`config.mk`:
```
export PLATFORM = sky130hd
export DESIGN_NAME = rfes_sequencer
export DESIGN_NICKNAME = d
export VERILOG_FILES = /design/src/rfes_pkg.sv /design/src/rfes_freq_if.sv /design/src/rfes_sync2.sv /design/src/rfes_freq_meter.sv /design/src/rfes_sequencer.sv
export SDC_FILE = /design/constraint.sdc
export NUM_CORES = 1
export LEC_CHECK = 0
export BUFFER_PORTS_ARGS = -buffer_cell sky130_fd_sc_hd__buf_4
export CAP_MARGIN = 40
export CORE_MARGIN = 5
export CORE_UTILIZATION = 51
export CTS_CLUSTER_DIAMETER = 80
export DETAILED_ROUTE_END_ITERATION = 7
export GPL_TIMING_DRIVEN = 0
export PLACE_DENSITY = 0.75
export SETUP_SLACK_MARGIN = 0.1
export SYNTH_ARGS = -nofsm -noshare
export SYNTH_HDL_FRONTEND = slang
export SYNTH_HIERARCHICAL = 1
export SYNTH_SLANG_ARGS = --single-unit
```
`constraint.sdc`:
```
create_clock -name clk_i -period 4 [get_ports clk_i]
set_clock_uncertainty 0.15 [all_clocks]
set_input_delay 0.8 -clock clk_i [delete_from_list [all_inputs] [get_ports clk_i]]
set_output_delay 0.8 -clock clk_i [all_outputs]
set_load 0.005 [all_outputs]
```
`src/rfes_pkg.sv`:
```
// constants, field layout and types of the regen front end sequencer
// assumes a 250 MHz system clock and a 32-bit apb register port
package rfes_pkg;

    localparam int CLK_HZ       = 250_000_000;
    localparam int LOCK_MS      = 100;
    localparam int FREQ_HIGH_HZ = 70;
    localparam int FREQ_LOW_HZ  = 40;
    // lock window rounds down; period thresholds in clock cycles
    localparam int LOCK_CYC     = CLK_HZ / 1000 * LOCK_MS;
    localparam int OVF_CYC      = CLK_HZ / FREQ_HIGH_HZ;
    localparam int UNF_CYC      = CLK_HZ / FREQ_LOW_HZ;
    localparam int STALE_CYC    = 2 * UNF_CYC;
    localparam int PW           = 25;

    // register byte addresses
    localparam logic [7:0] A_CTRL  = 8'h00;
    localparam logic [7:0] A_VSP   = 8'h04;
    localparam logic [7:0] A_ACT   = 8'h08;
    localparam logic [7:0] A_REACT = 8'h0C;
    localparam logic [7:0] A_ILIM  = 8'h10;
    localparam logic [7:0] A_STAT  = 8'h14;
    localparam logic [7:0] A_PER   = 8'h18;
    localparam logic [7:0] A_ISTS  = 8'h1C;
    localparam logic [7:0] A_ICLR  = 8'h20;
    localparam logic [7:0] A_IEN   = 8'h24;

    // control bits
    localparam int C_RUN    = 0;
    localparam int C_BRAKE  = 1;
    localparam int C_CURR   = 2;
    localparam int C_HWSYNC = 3;
    localparam int C_CLOSE  = 4;
    localparam int CW       = 5;
    localparam logic [CW-1:0] CTRL_RST = 5'h10;

    localparam int VW = 10;
    localparam logic [VW-1:0] VSP_RST = 10'h2D0;
    localparam logic [VW-1:0] VSP_MAX = 10'h3E8;

    // currents are signed q12: 1.0 pu = 4096
    localparam logic signed [15:0] I_MAX   = 16'sh1800;
    localparam logic signed [15:0] ACT_RST = 16'sh019A;
    localparam logic signed [15:0] I_ZERO  = 16'sh0000;

    // interrupt bits
    localparam int I_LOCKED = 0;
    localparam int I_FAIL   = 1;
    localparam int I_PLOSS  = 2;
    localparam int I_FREQ   = 3;
    localparam int I_PRECH  = 4;
    localparam int IW       = 5;

    typedef logic [PW-1:0] rfes_per_t;

    typedef enum logic [2:0] {
        ST_INACTIVE, ST_LOCKING, ST_LOCKED,
        ST_OVERFREQ, ST_UNDERFREQ, ST_FAILED
    } rfes_status_e;

    typedef enum logic [1:0] {
        SQ_IDLE, SQ_LOCK, SQ_RUN, SQ_FAIL
    } rfes_seq_e;

    function automatic logic signed [15:0] rfes_sat(
        input logic signed [15:0] x,
        input logic signed [15:0] lim);
        if (x > lim)
            rfes_sat = lim;
        else if (x < -lim)
            rfes_sat = -lim;
        else
            rfes_sat = x;
    endfunction

endpackage

```
`src/rfes_freq_if.sv`:
```
// mains period measurement shared between meter and sequencer
// assumes both ends run on the system clock
`timescale 1ns/10ps
`default_nettype none
interface rfes_freq_if;
    import rfes_pkg::*;
    rfes_per_t period;
    logic      valid;
    logic      over;
    logic      under;
    modport meter (output period, output valid, output over,
                   output under);
    modport user  (input period, input valid, input over,
                   input under);
endinterface
`default_nettype wire

```
`src/rfes_sync2.sv`:
```
// two flip-flop synchroniser for a group of pin inputs
// assumes pins are asynchronous to clk_i
`timescale 1ns/10ps
`default_nettype none
module rfes_sync2 #(
    parameter int W = 1
) (
    // clock and reset
    input  wire logic         clk_i,
    input  wire logic         sys_rst_i,
    input  wire logic         ce_i,
    // pins in, synced out
    input  wire logic [W-1:0] d_i,
    output logic      [W-1:0] q_o
);
    logic [W-1:0] meta_q;

    always_ff @(posedge clk_i) begin
        if (sys_rst_i) begin
            meta_q <= '0;
            q_o    <= '0;
        end else if (ce_i) begin
            meta_q <= d_i;
            q_o    <= meta_q;
        end
    end
endmodule // rfes_sync2
`default_nettype wire

```
`src/rfes_freq_meter.sv`:
```
// measures the mains period between zero-crossing strobes
// assumes xing_i is a one-cycle strobe on clk_i
`timescale 1ns/10ps
`default_nettype none
module rfes_freq_meter #(
    parameter int OVF   = rfes_pkg::OVF_CYC,
    parameter int UNF   = rfes_pkg::UNF_CYC,
    parameter int STALE = rfes_pkg::STALE_CYC
) (
    // clock and reset
    input  wire logic clk_i,
    input  wire logic sys_rst_i,
    input  wire logic ce_i,
    // crossing strobe and result
    input  wire logic xing_i,
    rfes_freq_if.meter fq
);
    import rfes_pkg::*;

    rfes_per_t cnt_q;
    logic      seen_q;
    rfes_per_t per_q;
    logic      valid_q;

    // a single crossing gives no period; two are needed
    always_ff @(posedge clk_i) begin
        if (sys_rst_i) begin
            cnt_q   <= '0;
            seen_q  <= 1'b0;
            per_q   <= '0;
            valid_q <= 1'b0;
        end else if (ce_i) begin
            if (xing_i) begin
                cnt_q   <= PW'(1);
                seen_q  <= 1'b1;
                per_q   <= cnt_q;
                valid_q <= seen_q;
            end else if (cnt_q >= PW'(STALE)) begin
                seen_q  <= 1'b0;
                valid_q <= 1'b0;
            end else begin
                cnt_q   <= cnt_q + PW'(1);
            end
        end
    end

    assign fq.period = per_q;
    assign fq.valid  = valid_q;
    assign fq.over   = valid_q && (per_q < PW'(OVF));
    assign fq.under  = valid_q && (per_q > PW'(UNF));
endmodule // rfes_freq_meter
`default_nettype wire

```
`src/rfes_sequencer.sv`:
```
// regen front end sequencer: apb registers, mains lock, monitoring
// assumes vdc_i and soft_xing_i come from logic on clk_i
//
// What this block does
// - Brake mode returns energy only while link volts exceed setpoint.
// - Braking mode never draws energy from the mains.
// - Current mode: active setpoint default 0.1, reactive within 1.5.
// - Current mode clamps current to a limit 0..1.5, default 1.5.
// - Current select flag picks current or voltage control, default off.
// - Sync source flag picks line-sync pin or software estimate.
// - First 100 ms after run: locking indication and status.
// - Locked indication only after a successful lock.
// - Phase-loss indication when an input phase seems missing while the run bit is set.
// - Contactor-close output drives precharge contactor, default true.
// - Drive enable only when locked and healthy, default false.
// - Status codes 0..5, reset value 4.
// - Over-frequency status above 70 Hz.
// - Under-frequency status below 40 Hz.
// - Lock-failed status when the mains cannot be locked.
`timescale 1ns/10ps
`default_nettype none
module rfes_sequencer #(
    parameter int LOCK_CYCLES  = rfes_pkg::LOCK_CYC,
    parameter int OVF_CYCLES   = rfes_pkg::OVF_CYC,
    parameter int UNF_CYCLES   = rfes_pkg::UNF_CYC,
    parameter int STALE_CYCLES = rfes_pkg::STALE_CYC
) (
    // clock, reset, enable
    input  wire logic                clk_i,
    input  wire logic                sys_rst_i,
    input  wire logic                ce_i,
    // apb slave
    input  wire logic [7:0]          paddr_i,
    input  wire logic                psel_i,
    input  wire logic                penable_i,
    input  wire logic                pwrite_i,
    input  wire logic [31:0]         pwdata_i,
    output logic      [31:0]         prdata_o,
    output logic                     pready_o,
    output logic                     pslverr_o,
    // pins from the plant
    input  wire logic                precharge_closed_i,
    input  wire logic                line_sync_i,
    input  wire logic [2:0]          phase_present_i,
    // same-clock measurements
    input  wire logic                soft_xing_i,
    input  wire logic [rfes_pkg::VW-1:0] vdc_i,
    // sequencing outputs
    output logic                     contactor_close_o,
    output logic                     drive_enable_o,
    output logic                     mains_locking_o,
    output logic                     mains_locked_o,
    output logic                     phase_loss_o,
    output rfes_pkg::rfes_status_e   status_o,
    // control references
    output logic                     current_mode_o,
    output logic signed [15:0]       active_ref_o,
    output logic signed [15:0]       reactive_ref_o,
    output logic [rfes_pkg::VW-1:0]  vdc_ref_o,
    // interrupt
    output logic                     irq_o
);
    import rfes_pkg::*;

    localparam int TW = PW;

    // registers
    logic [CW-1:0]      ctrl_q;
    logic [VW-1:0]      vsp_q;
    logic signed [15:0] act_q;
    logic signed [15:0] react_q;
    logic signed [15:0] ilim_q;
    logic [IW-1:0]      ists_q;
    logic [IW-1:0]      ien_q;
    logic [IW-1:0]      ev_d;

    // sequencer
    rfes_seq_e          seq_q;
    rfes_seq_e          seq_d;
    rfes_status_e       status_d;
    logic [TW-1:0]      tmr_q;
    logic               run_q;
    logic               healthy;

    // synchronised pins
    logic [4:0]         pins_s;
    logic               prech_s;
    logic               lsync_s;
    logic [2:0]         phase_s;
    logic               lsync_q;
    logic               xing;

    // apb decode
    logic               setup;
    logic               wr;
    logic               mapped;
    logic [31:0]        rd_d;
    logic signed [15:0] wsig;

    rfes_freq_if fq ();

    rfes_sync2 #(
        .W (5)
    ) u_sync (
        .clk_i     (clk_i),
        .sys_rst_i (sys_rst_i),
        .ce_i      (ce_i),
        .d_i       ({precharge_closed_i, line_sync_i, phase_present_i}),
        .q_o       (pins_s)
    );

    assign prech_s = pins_s[4];
    assign lsync_s = pins_s[3];
    assign phase_s = pins_s[2:0];

    // crossing source: line-sync pin edge or software estimate
    assign xing = ctrl_q[C_HWSYNC] ? (lsync_s & ~lsync_q)
                                   : soft_xing_i;

    always_ff @(posedge clk_i) begin
        if (sys_rst_i)
            lsync_q <= 1'b0;
        else if (ce_i)
            lsync_q <= lsync_s;
    end

    rfes_freq_meter #(
        .OVF   (OVF_CYCLES),
        .UNF   (UNF_CYCLES),
        .STALE (STALE_CYCLES)
    ) u_meter (
        .clk_i     (clk_i),
        .sys_rst_i (sys_rst_i),
        .ce_i      (ce_i),
        .xing_i    (xing),
        .fq        (fq.meter)
    );

    // apb: zero-wait, data registered in the setup cycle
    assign setup  = psel_i & ~penable_i;
    assign wr     = psel_i & penable_i & pwrite_i & pready_o;
    assign wsig   = pwdata_i[15:0];

    always_comb begin
        mapped = 1'b1;
        rd_d   = 32'h0000_0000;
        case (paddr_i)
            A_CTRL:  rd_d[CW-1:0] = ctrl_q;
            A_VSP:   rd_d[VW-1:0] = vsp_q;
            A_ACT:   rd_d[15:0]   = act_q;
            A_REACT: rd_d[15:0]   = react_q;
            A_ILIM:  rd_d[15:0]   = ilim_q;
            A_STAT:  rd_d[8:0]    = {run_q, prech_s, drive_enable_o,
                                     phase_loss_o, mains_locked_o,
                                     mains_locking_o, status_o};
            A_PER:   rd_d[PW-1:0] = fq.period;
            A_ISTS:  rd_d[IW-1:0] = ists_q;
            A_ICLR:  rd_d         = 32'h0000_0000;
            A_IEN:   rd_d[IW-1:0] = ien_q;
            default: mapped       = 1'b0;
        endcase
    end

    always_ff @(posedge clk_i) begin
        if (sys_rst_i) begin
            pready_o  <= 1'b0;
            pslverr_o <= 1'b0;
            prdata_o  <= 32'h0000_0000;
        end else if (ce_i) begin
            pready_o  <= setup;
            pslverr_o <= setup & ~mapped;
            if (setup & ~pwrite_i)
                prdata_o <= rd_d;
        end
    end

    // writable registers; setpoints saturate at their ranges
    always_ff @(posedge clk_i) begin
        if (sys_rst_i) begin
            ctrl_q  <= CTRL_RST;
            vsp_q   <= VSP_RST;
            act_q   <= ACT_RST;
            react_q <= I_ZERO;
            ilim_q  <= I_MAX;
            ien_q   <= '0;
        end else if (ce_i && wr) begin
            case (paddr_i)
                A_CTRL:  ctrl_q <= pwdata_i[CW-1:0];
                A_VSP:   vsp_q  <= (pwdata_i > 32'(VSP_MAX)) ?
                                   VSP_MAX : pwdata_i[VW-1:0];
                A_ACT:   act_q  <= rfes_sat(wsig, I_MAX);
                A_REACT: react_q <= rfes_sat(wsig, I_MAX);
                A_ILIM:  ilim_q <= wsig[15] ? I_ZERO
                                   : rfes_sat(wsig, I_MAX);
                A_IEN:   ien_q  <= pwdata_i[IW-1:0];
                default: ;
            endcase
        end
    end

    // sequencer: run edge starts the lock window
    assign healthy = prech_s & (&phase_s);

    always_comb begin
        seq_d    = seq_q;
        status_d = status_o;
        if (!ctrl_q[C_RUN]) begin
            seq_d = SQ_IDLE;
        end else begin
            case (seq_q)
                SQ_IDLE: seq_d = run_q ? SQ_IDLE : SQ_LOCK;
                SQ_LOCK: begin
                    if (tmr_q >= TW'(LOCK_CYCLES - 1))
                        seq_d = (fq.valid && !fq.over && !fq.under)
                              ? SQ_RUN : SQ_FAIL;
                end
                SQ_RUN:  if (!fq.valid) seq_d = SQ_FAIL;
                SQ_FAIL: seq_d = SQ_FAIL;
                default: seq_d = SQ_IDLE;
            endcase
        end
        // fault codes win over the locked code
        case (seq_d)
            SQ_IDLE: if (seq_q != SQ_IDLE || run_q)
                         status_d = ST_INACTIVE;
            SQ_LOCK: status_d = ST_LOCKING;
            SQ_RUN: begin
                if (fq.over)
                    status_d = ST_OVERFREQ;
                else if (fq.under)
                    status_d = ST_UNDERFREQ;
                else
                    status_d = ST_LOCKED;
            end
            SQ_FAIL: status_d = ST_FAILED;
            default: status_d = ST_INACTIVE;
        endcase
    end

    // status holds its reset code until the first run command
    always_ff @(posedge clk_i) begin
        if (sys_rst_i) begin
            seq_q    <= SQ_IDLE;
            status_o <= ST_UNDERFREQ;
            run_q    <= 1'b0;
            tmr_q    <= '0;
        end else if (ce_i) begin
            seq_q    <= seq_d;
            status_o <= status_d;
            run_q    <= ctrl_q[C_RUN];
            tmr_q    <= (seq_d == SQ_LOCK && seq_q == SQ_LOCK)
                      ? tmr_q + TW'(1) : '0;
        end
    end

    // indications and enables
    always_ff @(posedge clk_i) begin
        if (sys_rst_i) begin
            mains_locking_o   <= 1'b0;
            mains_locked_o    <= 1'b0;
            phase_loss_o      <= 1'b0;
            drive_enable_o    <= 1'b0;
            contactor_close_o <= 1'b1;
        end else if (ce_i) begin
            mains_locking_o   <= (seq_d == SQ_LOCK);
            mains_locked_o    <= (seq_d == SQ_RUN);
            phase_loss_o      <= ctrl_q[C_RUN] & ~(&phase_s);
            drive_enable_o    <= (status_d == ST_LOCKED)
                               & healthy;
            contactor_close_o <= ctrl_q[C_CLOSE];
        end
    end

    // references; positive active current draws from the mains
    always_ff @(posedge clk_i) begin
        if (sys_rst_i) begin
            current_mode_o <= 1'b0;
            active_ref_o   <= I_ZERO;
            reactive_ref_o <= I_ZERO;
            vdc_ref_o      <= VSP_RST;
        end else if (ce_i) begin
            current_mode_o <= ctrl_q[C_CURR];
            vdc_ref_o      <= vsp_q;
            if (ctrl_q[C_BRAKE]) begin
                // brake unit: only sink, and only above setpoint
                active_ref_o   <= (vdc_i > vsp_q)
                                ? -ilim_q : I_ZERO;
                reactive_ref_o <= I_ZERO;
            end else if (ctrl_q[C_CURR]) begin
                active_ref_o   <= rfes_sat(act_q, ilim_q);
                reactive_ref_o <= rfes_sat(react_q, ilim_q);
            end else begin
                // voltage loop supplies the active demand downstream
                active_ref_o   <= I_ZERO;
                reactive_ref_o <= I_ZERO;
            end
        end
    end

    // interrupt events; a set in the clear cycle wins
    always_comb begin
        ev_d            = '0;
        ev_d[I_LOCKED]  = (seq_d == SQ_RUN) && (seq_q != SQ_RUN);
        ev_d[I_FAIL]    = (seq_d == SQ_FAIL) && (seq_q != SQ_FAIL);
        ev_d[I_PLOSS]   = ctrl_q[C_RUN] & ~(&phase_s) & ~phase_loss_o;
        ev_d[I_FREQ]    = (status_d == ST_OVERFREQ
                        || status_d == ST_UNDERFREQ)
                        && status_d != status_o;
        ev_d[I_PRECH]   = ctrl_q[C_RUN] & ~prech_s;
    end

    always_ff @(posedge clk_i) begin
        if (sys_rst_i) begin
            ists_q <= '0;
            irq_o  <= 1'b0;
        end else if (ce_i) begin
            if (wr && paddr_i == A_ICLR)
                ists_q <= (ists_q & ~pwdata_i[IW-1:0]) | ev_d;
            else
                ists_q <= ists_q | ev_d;
            irq_o  <= |(ists_q & ien_q);
        end
    end
    // checks
    a_enable_needs_lock: assert property (@(posedge clk_i)
        disable iff (sys_rst_i)
        drive_enable_o |-> status_o == ST_LOCKED && mains_locked_o)
        else $error("drive enable without clean lock");
    a_fault_drops_enable: assert property (@(posedge clk_i)
        disable iff (sys_rst_i)
        (status_o == ST_OVERFREQ || status_o == ST_UNDERFREQ
         || status_o == ST_FAILED) |-> !drive_enable_o)
        else $error("drive enabled during fault");
    a_brake_never_draws: assert property (@(posedge clk_i)
        disable iff (sys_rst_i)
        ($past(ce_i) && $past(ctrl_q[C_BRAKE])) |-> active_ref_o <= 0)
        else $error("brake mode draws from mains");
    a_brake_below_idle: assert property (@(posedge clk_i)
        disable iff (sys_rst_i)
        ($past(ce_i) && $past(ctrl_q[C_BRAKE]) && $past(vdc_i <= vsp_q))
        |-> active_ref_o == 0)
        else $error("regen below setpoint");
    a_locking_holds: assert property (@(posedge clk_i)
        disable iff (sys_rst_i)
        (seq_q == SQ_LOCK && ctrl_q[C_RUN]
         && tmr_q < TW'(LOCK_CYCLES - 1))
        |=> seq_q == SQ_LOCK && status_o == ST_LOCKING
            && mains_locking_o)
        else $error("lock window ended early");
    a_failed_code: assert property (@(posedge clk_i)
        disable iff (sys_rst_i)
        seq_q == SQ_FAIL |-> status_o == ST_FAILED && !mains_locked_o)
        else $error("lock failure not reported");
    a_reactive_range: assert property (@(posedge clk_i)
        disable iff (sys_rst_i)
        react_q <= I_MAX && react_q >= -I_MAX && ilim_q <= I_MAX
        && (reactive_ref_o <= ilim_q || $changed(ilim_q)))
        else $error("reactive setpoint out of range");
    a_phase_loss_flag: assert property (@(posedge clk_i)
        disable iff (sys_rst_i)
        ($past(ce_i) && $past(ctrl_q[C_RUN]) && $past(phase_s != 3'h7))
        |-> phase_loss_o)
        else $error("missing phase not flagged");
    a_irq_follows_status: assert property (@(posedge clk_i)
        disable iff (sys_rst_i)
        $past(ce_i) |-> irq_o == |($past(ists_q) & $past(ien_q)))
        else $error("interrupt level wrong");
endmodule // rfes_sequencer
`default_nettype wire

```
==> qor.json <==
{
  "avgSynthCellArea_sq_um": 8.05,
  "synth_largest_area_cell": "dfxtp_1",
  "clkTransAtPathRegs_ns": 0.07,
  "grt_util_all_layers_pct": 31.6,
  "final_hold_viol_count": 0,
  "syn_inst": 1701,
  "die_area_sq_um": 30200,
  "wire_length_of_the_first_global_routing_pass_mm": 76.8,
  "drt_pass1_iterations": 6,
  "numCtsBuffers": 26,
  "xor_xnor_portion_of_the_synthesized_cell_area_pct": 2.56,
  "die_w_um": 174,
  "filler_cells": 2441,
  "rows": 60,
  "drtIter0Drc": 1463,
  "synth-compound-area-share_pct": 21.3,
  "cp-end-kind": "flop",
  "place_hpwl_mm": 37.8,
  "async_flop_share_pct": 0,
  "multi_input_combinational_cell_area_sq_um": 8390,
  "clock.fmax_ghz": 0.263,
  "worst_hold_margin_ns": 0.293,
  "r2r_slack_ns": 0.20,
  "synth_top_area_share_pct": 35.5,
  "ys_seq_area_share_pct": 35.5,
  "synth_top_family_by_area": "simple AND/OR/NAND/NOR gates",
  "critical_path.reg2reg.endpoint": "active_ref_o[11]",
  "drv.max_cap_violation_count": 0,
  "worst_hold_path.num_cells": 2,
  "relSlewSlack_pct": 43.3,
  "final_layout_size_suffix_gt1_share_pct": 17.0,
  "netlist-cell-type-count": 88,
  "finalWeightedCongestion": 1.02,
  "worstMarginPinSlew_ns": 0.846,
  "grt_antenna_before_repair": 0,
  "ctsRootBufferMaster": "clkbuf_16",
  "crit_arrival_ns": 4.04,
  "num_vias": 14153,
  "clockBufferDepth": 3,
  "crit_required_ns": 4.24,
  "power_density_nw_per_um2": 311,
  "remaining_drc_errors": 0,
  "tritoncts_clock_tree": "built",
  "vdd_drop_max_mv": 0.329,
  "die_h_um": 174,
  "path_class": "flop to flop",
  "quantity_of_hold_fixing_buffers_added_after_cts": 0,
  "nets": 2029,
  "critPathMaxFanout": 8,
  "area_growth_syn_to_layout_pct": 20.3,
  "clk-insertion-delay-late_ns": 0.56,
  "timing.critical_path.from": "ilim_q[0]",
  "cts_h_tree_depth": 1,
  "grt_setup_unrepaired": "false",
  "initial_core_util_pct": 51.2,
  "count_of_buffers_inserted_at_the_top_level_ports": 133,
  "cts_num_sinks": 243,
  "ys_ff_latch": 243,
  "synth_flop_cell": "dfxtp_1",
  "fp.coreArea_sq_um": 26700,
  "final.min_clock_period_ns": 3.80,
  "leakagePower_uw": 0.00617,
  "vias_in_the_first_global_route": 13506,
  "synth_fa_ha_area_share_pct": 7.04,
  "pin_count_of_the_biggest_net_entering_global_routing": 15,
  "leading_cell_types_by_total_area_after_synthesis": "dfxtp_1 (36%), ha_1 (7.0%), nand2_1 (5.6%)",
  "post_synth_instance_area_sq_um": 13700,
  "start_kind": "flop",
  "layout.core_utilization_pct": 61.6,
  "synth_edf_count": 0,
  "vias_per_cell": 6.29,
  "synthSimpleGateAreaFrac_pct": 24.2,
  "ff2ff_path_depth": 18,
  "setup_viol": 0,
  "antenna_violating_nets_post_route": 0,
  "yosys-mux-area-fraction_pct": 3.95,
  "most_common_cell_in_the_synthesized_netlist": "dfxtp_1",
  "timing.critical_path.to": "active_ref_o[11]",
  "final.period_utilization_pct": 95.0,
  "wire_per_inst_um": 22.3,
  "final_slew_violations": 0,
  "rr_startpoint": "ilim_q[0]",
  "drt_wl_total_mm": 50.3,
  "synth_common_cells": "dfxtp_1 (243), nand2_1 (203), nor2_1 (191), a21oi_1 (146), nand3_1 (99)",
  "globalRoute.totalOverflow": 0,
  "min-delay-path-class": "flop to flop",
  "pin_count": 148,
  "run_status": "finished, final reports clean",
  "yosysWarningCount": 6,
  "seqCellArea_sq_um": 4870
}
cells in the final DEF (no fill, tap or decap), drive strengths merged, types with 8 or more instances in the layout:
master	Yosys	layout
a211o	11	11
a211oi	41	41
a21o	19	19
a21oi	148	148
a221oi	11	11
a222oi	10	10
a22oi	26	26
a311oi	11	11
a31oi	9	9
and3	21	21
buf	42	198
clkbuf	70	107
dfxtp	243	243
ha	77	77
inv	57	58
mux2	8	8
mux2i	45	45
nand2	204	204
nand2b	12	12
nand3	99	99
nand4	26	26
nor2	195	195
nor2b	11	11
nor3	30	30
nor4	24	24
o211ai	15	15
o21ai	59	59
or3	11	11
or4	15	15
xnor2	30	30
xor2	10	10
repair_timing:
action,in CTS,in global routing
buffers inserted,9,10
resized for setup,43,31
pin swaps,9,12
endpoints found under the setup margin,32,26
layout make-up:
class                      instances  area share, %
multi-input combinational       1295           50.9
sequential                       243           29.6
timing repair buffer             155           7.04
clock buffer                      38           4.59
buffer                           112           3.46
tap                              341           2.59
inverter                          57           1.34
clock inverter                     8          0.441
antenna                            1         0.0152
stage by stage:
| stage | instance area (sq um) | cells | TNS, ns | power (uW) | worst slack (ns) |
|---|---|---|---|---|---|
| after floorplan | 13700 | 1707 | 0 | 2680 | 0.243 |
| after CTS | 16200 | 2239 | 0 | 5130 | 0.102 |
| final | 16500 | 2250 | 0 | 5120 | 0.201 |
| after global routing | 16500 | 2249 | 0 | 5270 | 0.0696 |
| after global placement | 15100 | 2181 | -22.55 | 2820 | -0.929 |
| after detailed placement | 15200 | 2184 | -22.77 | 2830 | -0.904 |
cell families after synthesis:
group / after synthesis
AO/OA/AOI/OAI: 431
buffers and inverters: 169
XOR/XNOR: 40
AND/OR/NAND/NOR: 687
flip-flops: 243
other: 1
multiplexers: 53
adder cells (fa/ha/maj): 77
routing by layer:
| metal | global-route usage [%] | up-vias | wire length (um) |
|---|---|---|---|
| met1 | 38.6 | 6561 | 19100 |
| met2 | 52.9 | 781 | 23500 |
| met4 | 17.7 | 0 | 3570 |
| met3 | 5.63 | 242 | 4070 |
| met5 | 0 | - | 0 |
| li1 | - | 6569 | - |
how the worst min path moves through the flow:
stage	from	endpoint	slack, ns
2_1_floorplan	reactive_ref_o[14]	reactive_ref_o[14]	0.29
3_3_place_gp	reactive_ref_o[14]	reactive_ref_o[14]	0.29
3_5_place_dp	reactive_ref_o[14]	reactive_ref_o[14]	0.29
4_1_cts	reactive_ref_o[14]	reactive_ref_o[14]	0.30
5_1_grt	prdata_o[19]	prdata_o[19]	0.34
6_report	reactive_ref_o[14]	reactive_ref_o[14]	0.29
flip-flops by register name, indices dropped and copies added (netlist names), 2 cells and up:
| signal | count |
|---|---|
| act_q | 16 |
| active_ref_o | 16 |
| ctrl_q | 5 |
| ien_q | 5 |
| ilim_q | 16 |
| ists_q | 5 |
| prdata_o | 25 |
| react_q | 16 |
| reactive_ref_o | 16 |
| seq_q | 2 |
| status_o | 3 |
| tmr_q | 25 |
| u_meter/cnt_q | 25 |
| u_meter/fq.period | 25 |
| u_sync/meta_q | 5 |
| u_sync/q_o | 5 |
| vdc_ref_o | 10 |
| vsp_q | 10 |
power by group:
part | internal, uW | switching [uW] | total [uW]
logic | 121 | 206 | 327
clock network | 1320 | 1020 | 2330
registers | 2440 | 17.3 | 2460
total | 3880 | 1240 | 5120
critical path, cell delays in order (launching register included):
cell       delay (ns)
dfxtp_4          0.38
inv_1            0.10
ha_4             0.15
nor2b_2          0.16
and3_1           0.17
buf_4            0.17
nor4b_4          0.22
xnor2_1          0.14
buf_4            0.16
inv_1            0.08
ha_1             0.31
and3_1           0.17
o2111ai_2        0.15
o41ai_4          0.23
buf_6            0.19
buf_4            0.14
and3b_1          0.18
nor3_2           0.25
a311oi_2         0.13
Note: power is estimated with default switching activity, not from simulation.
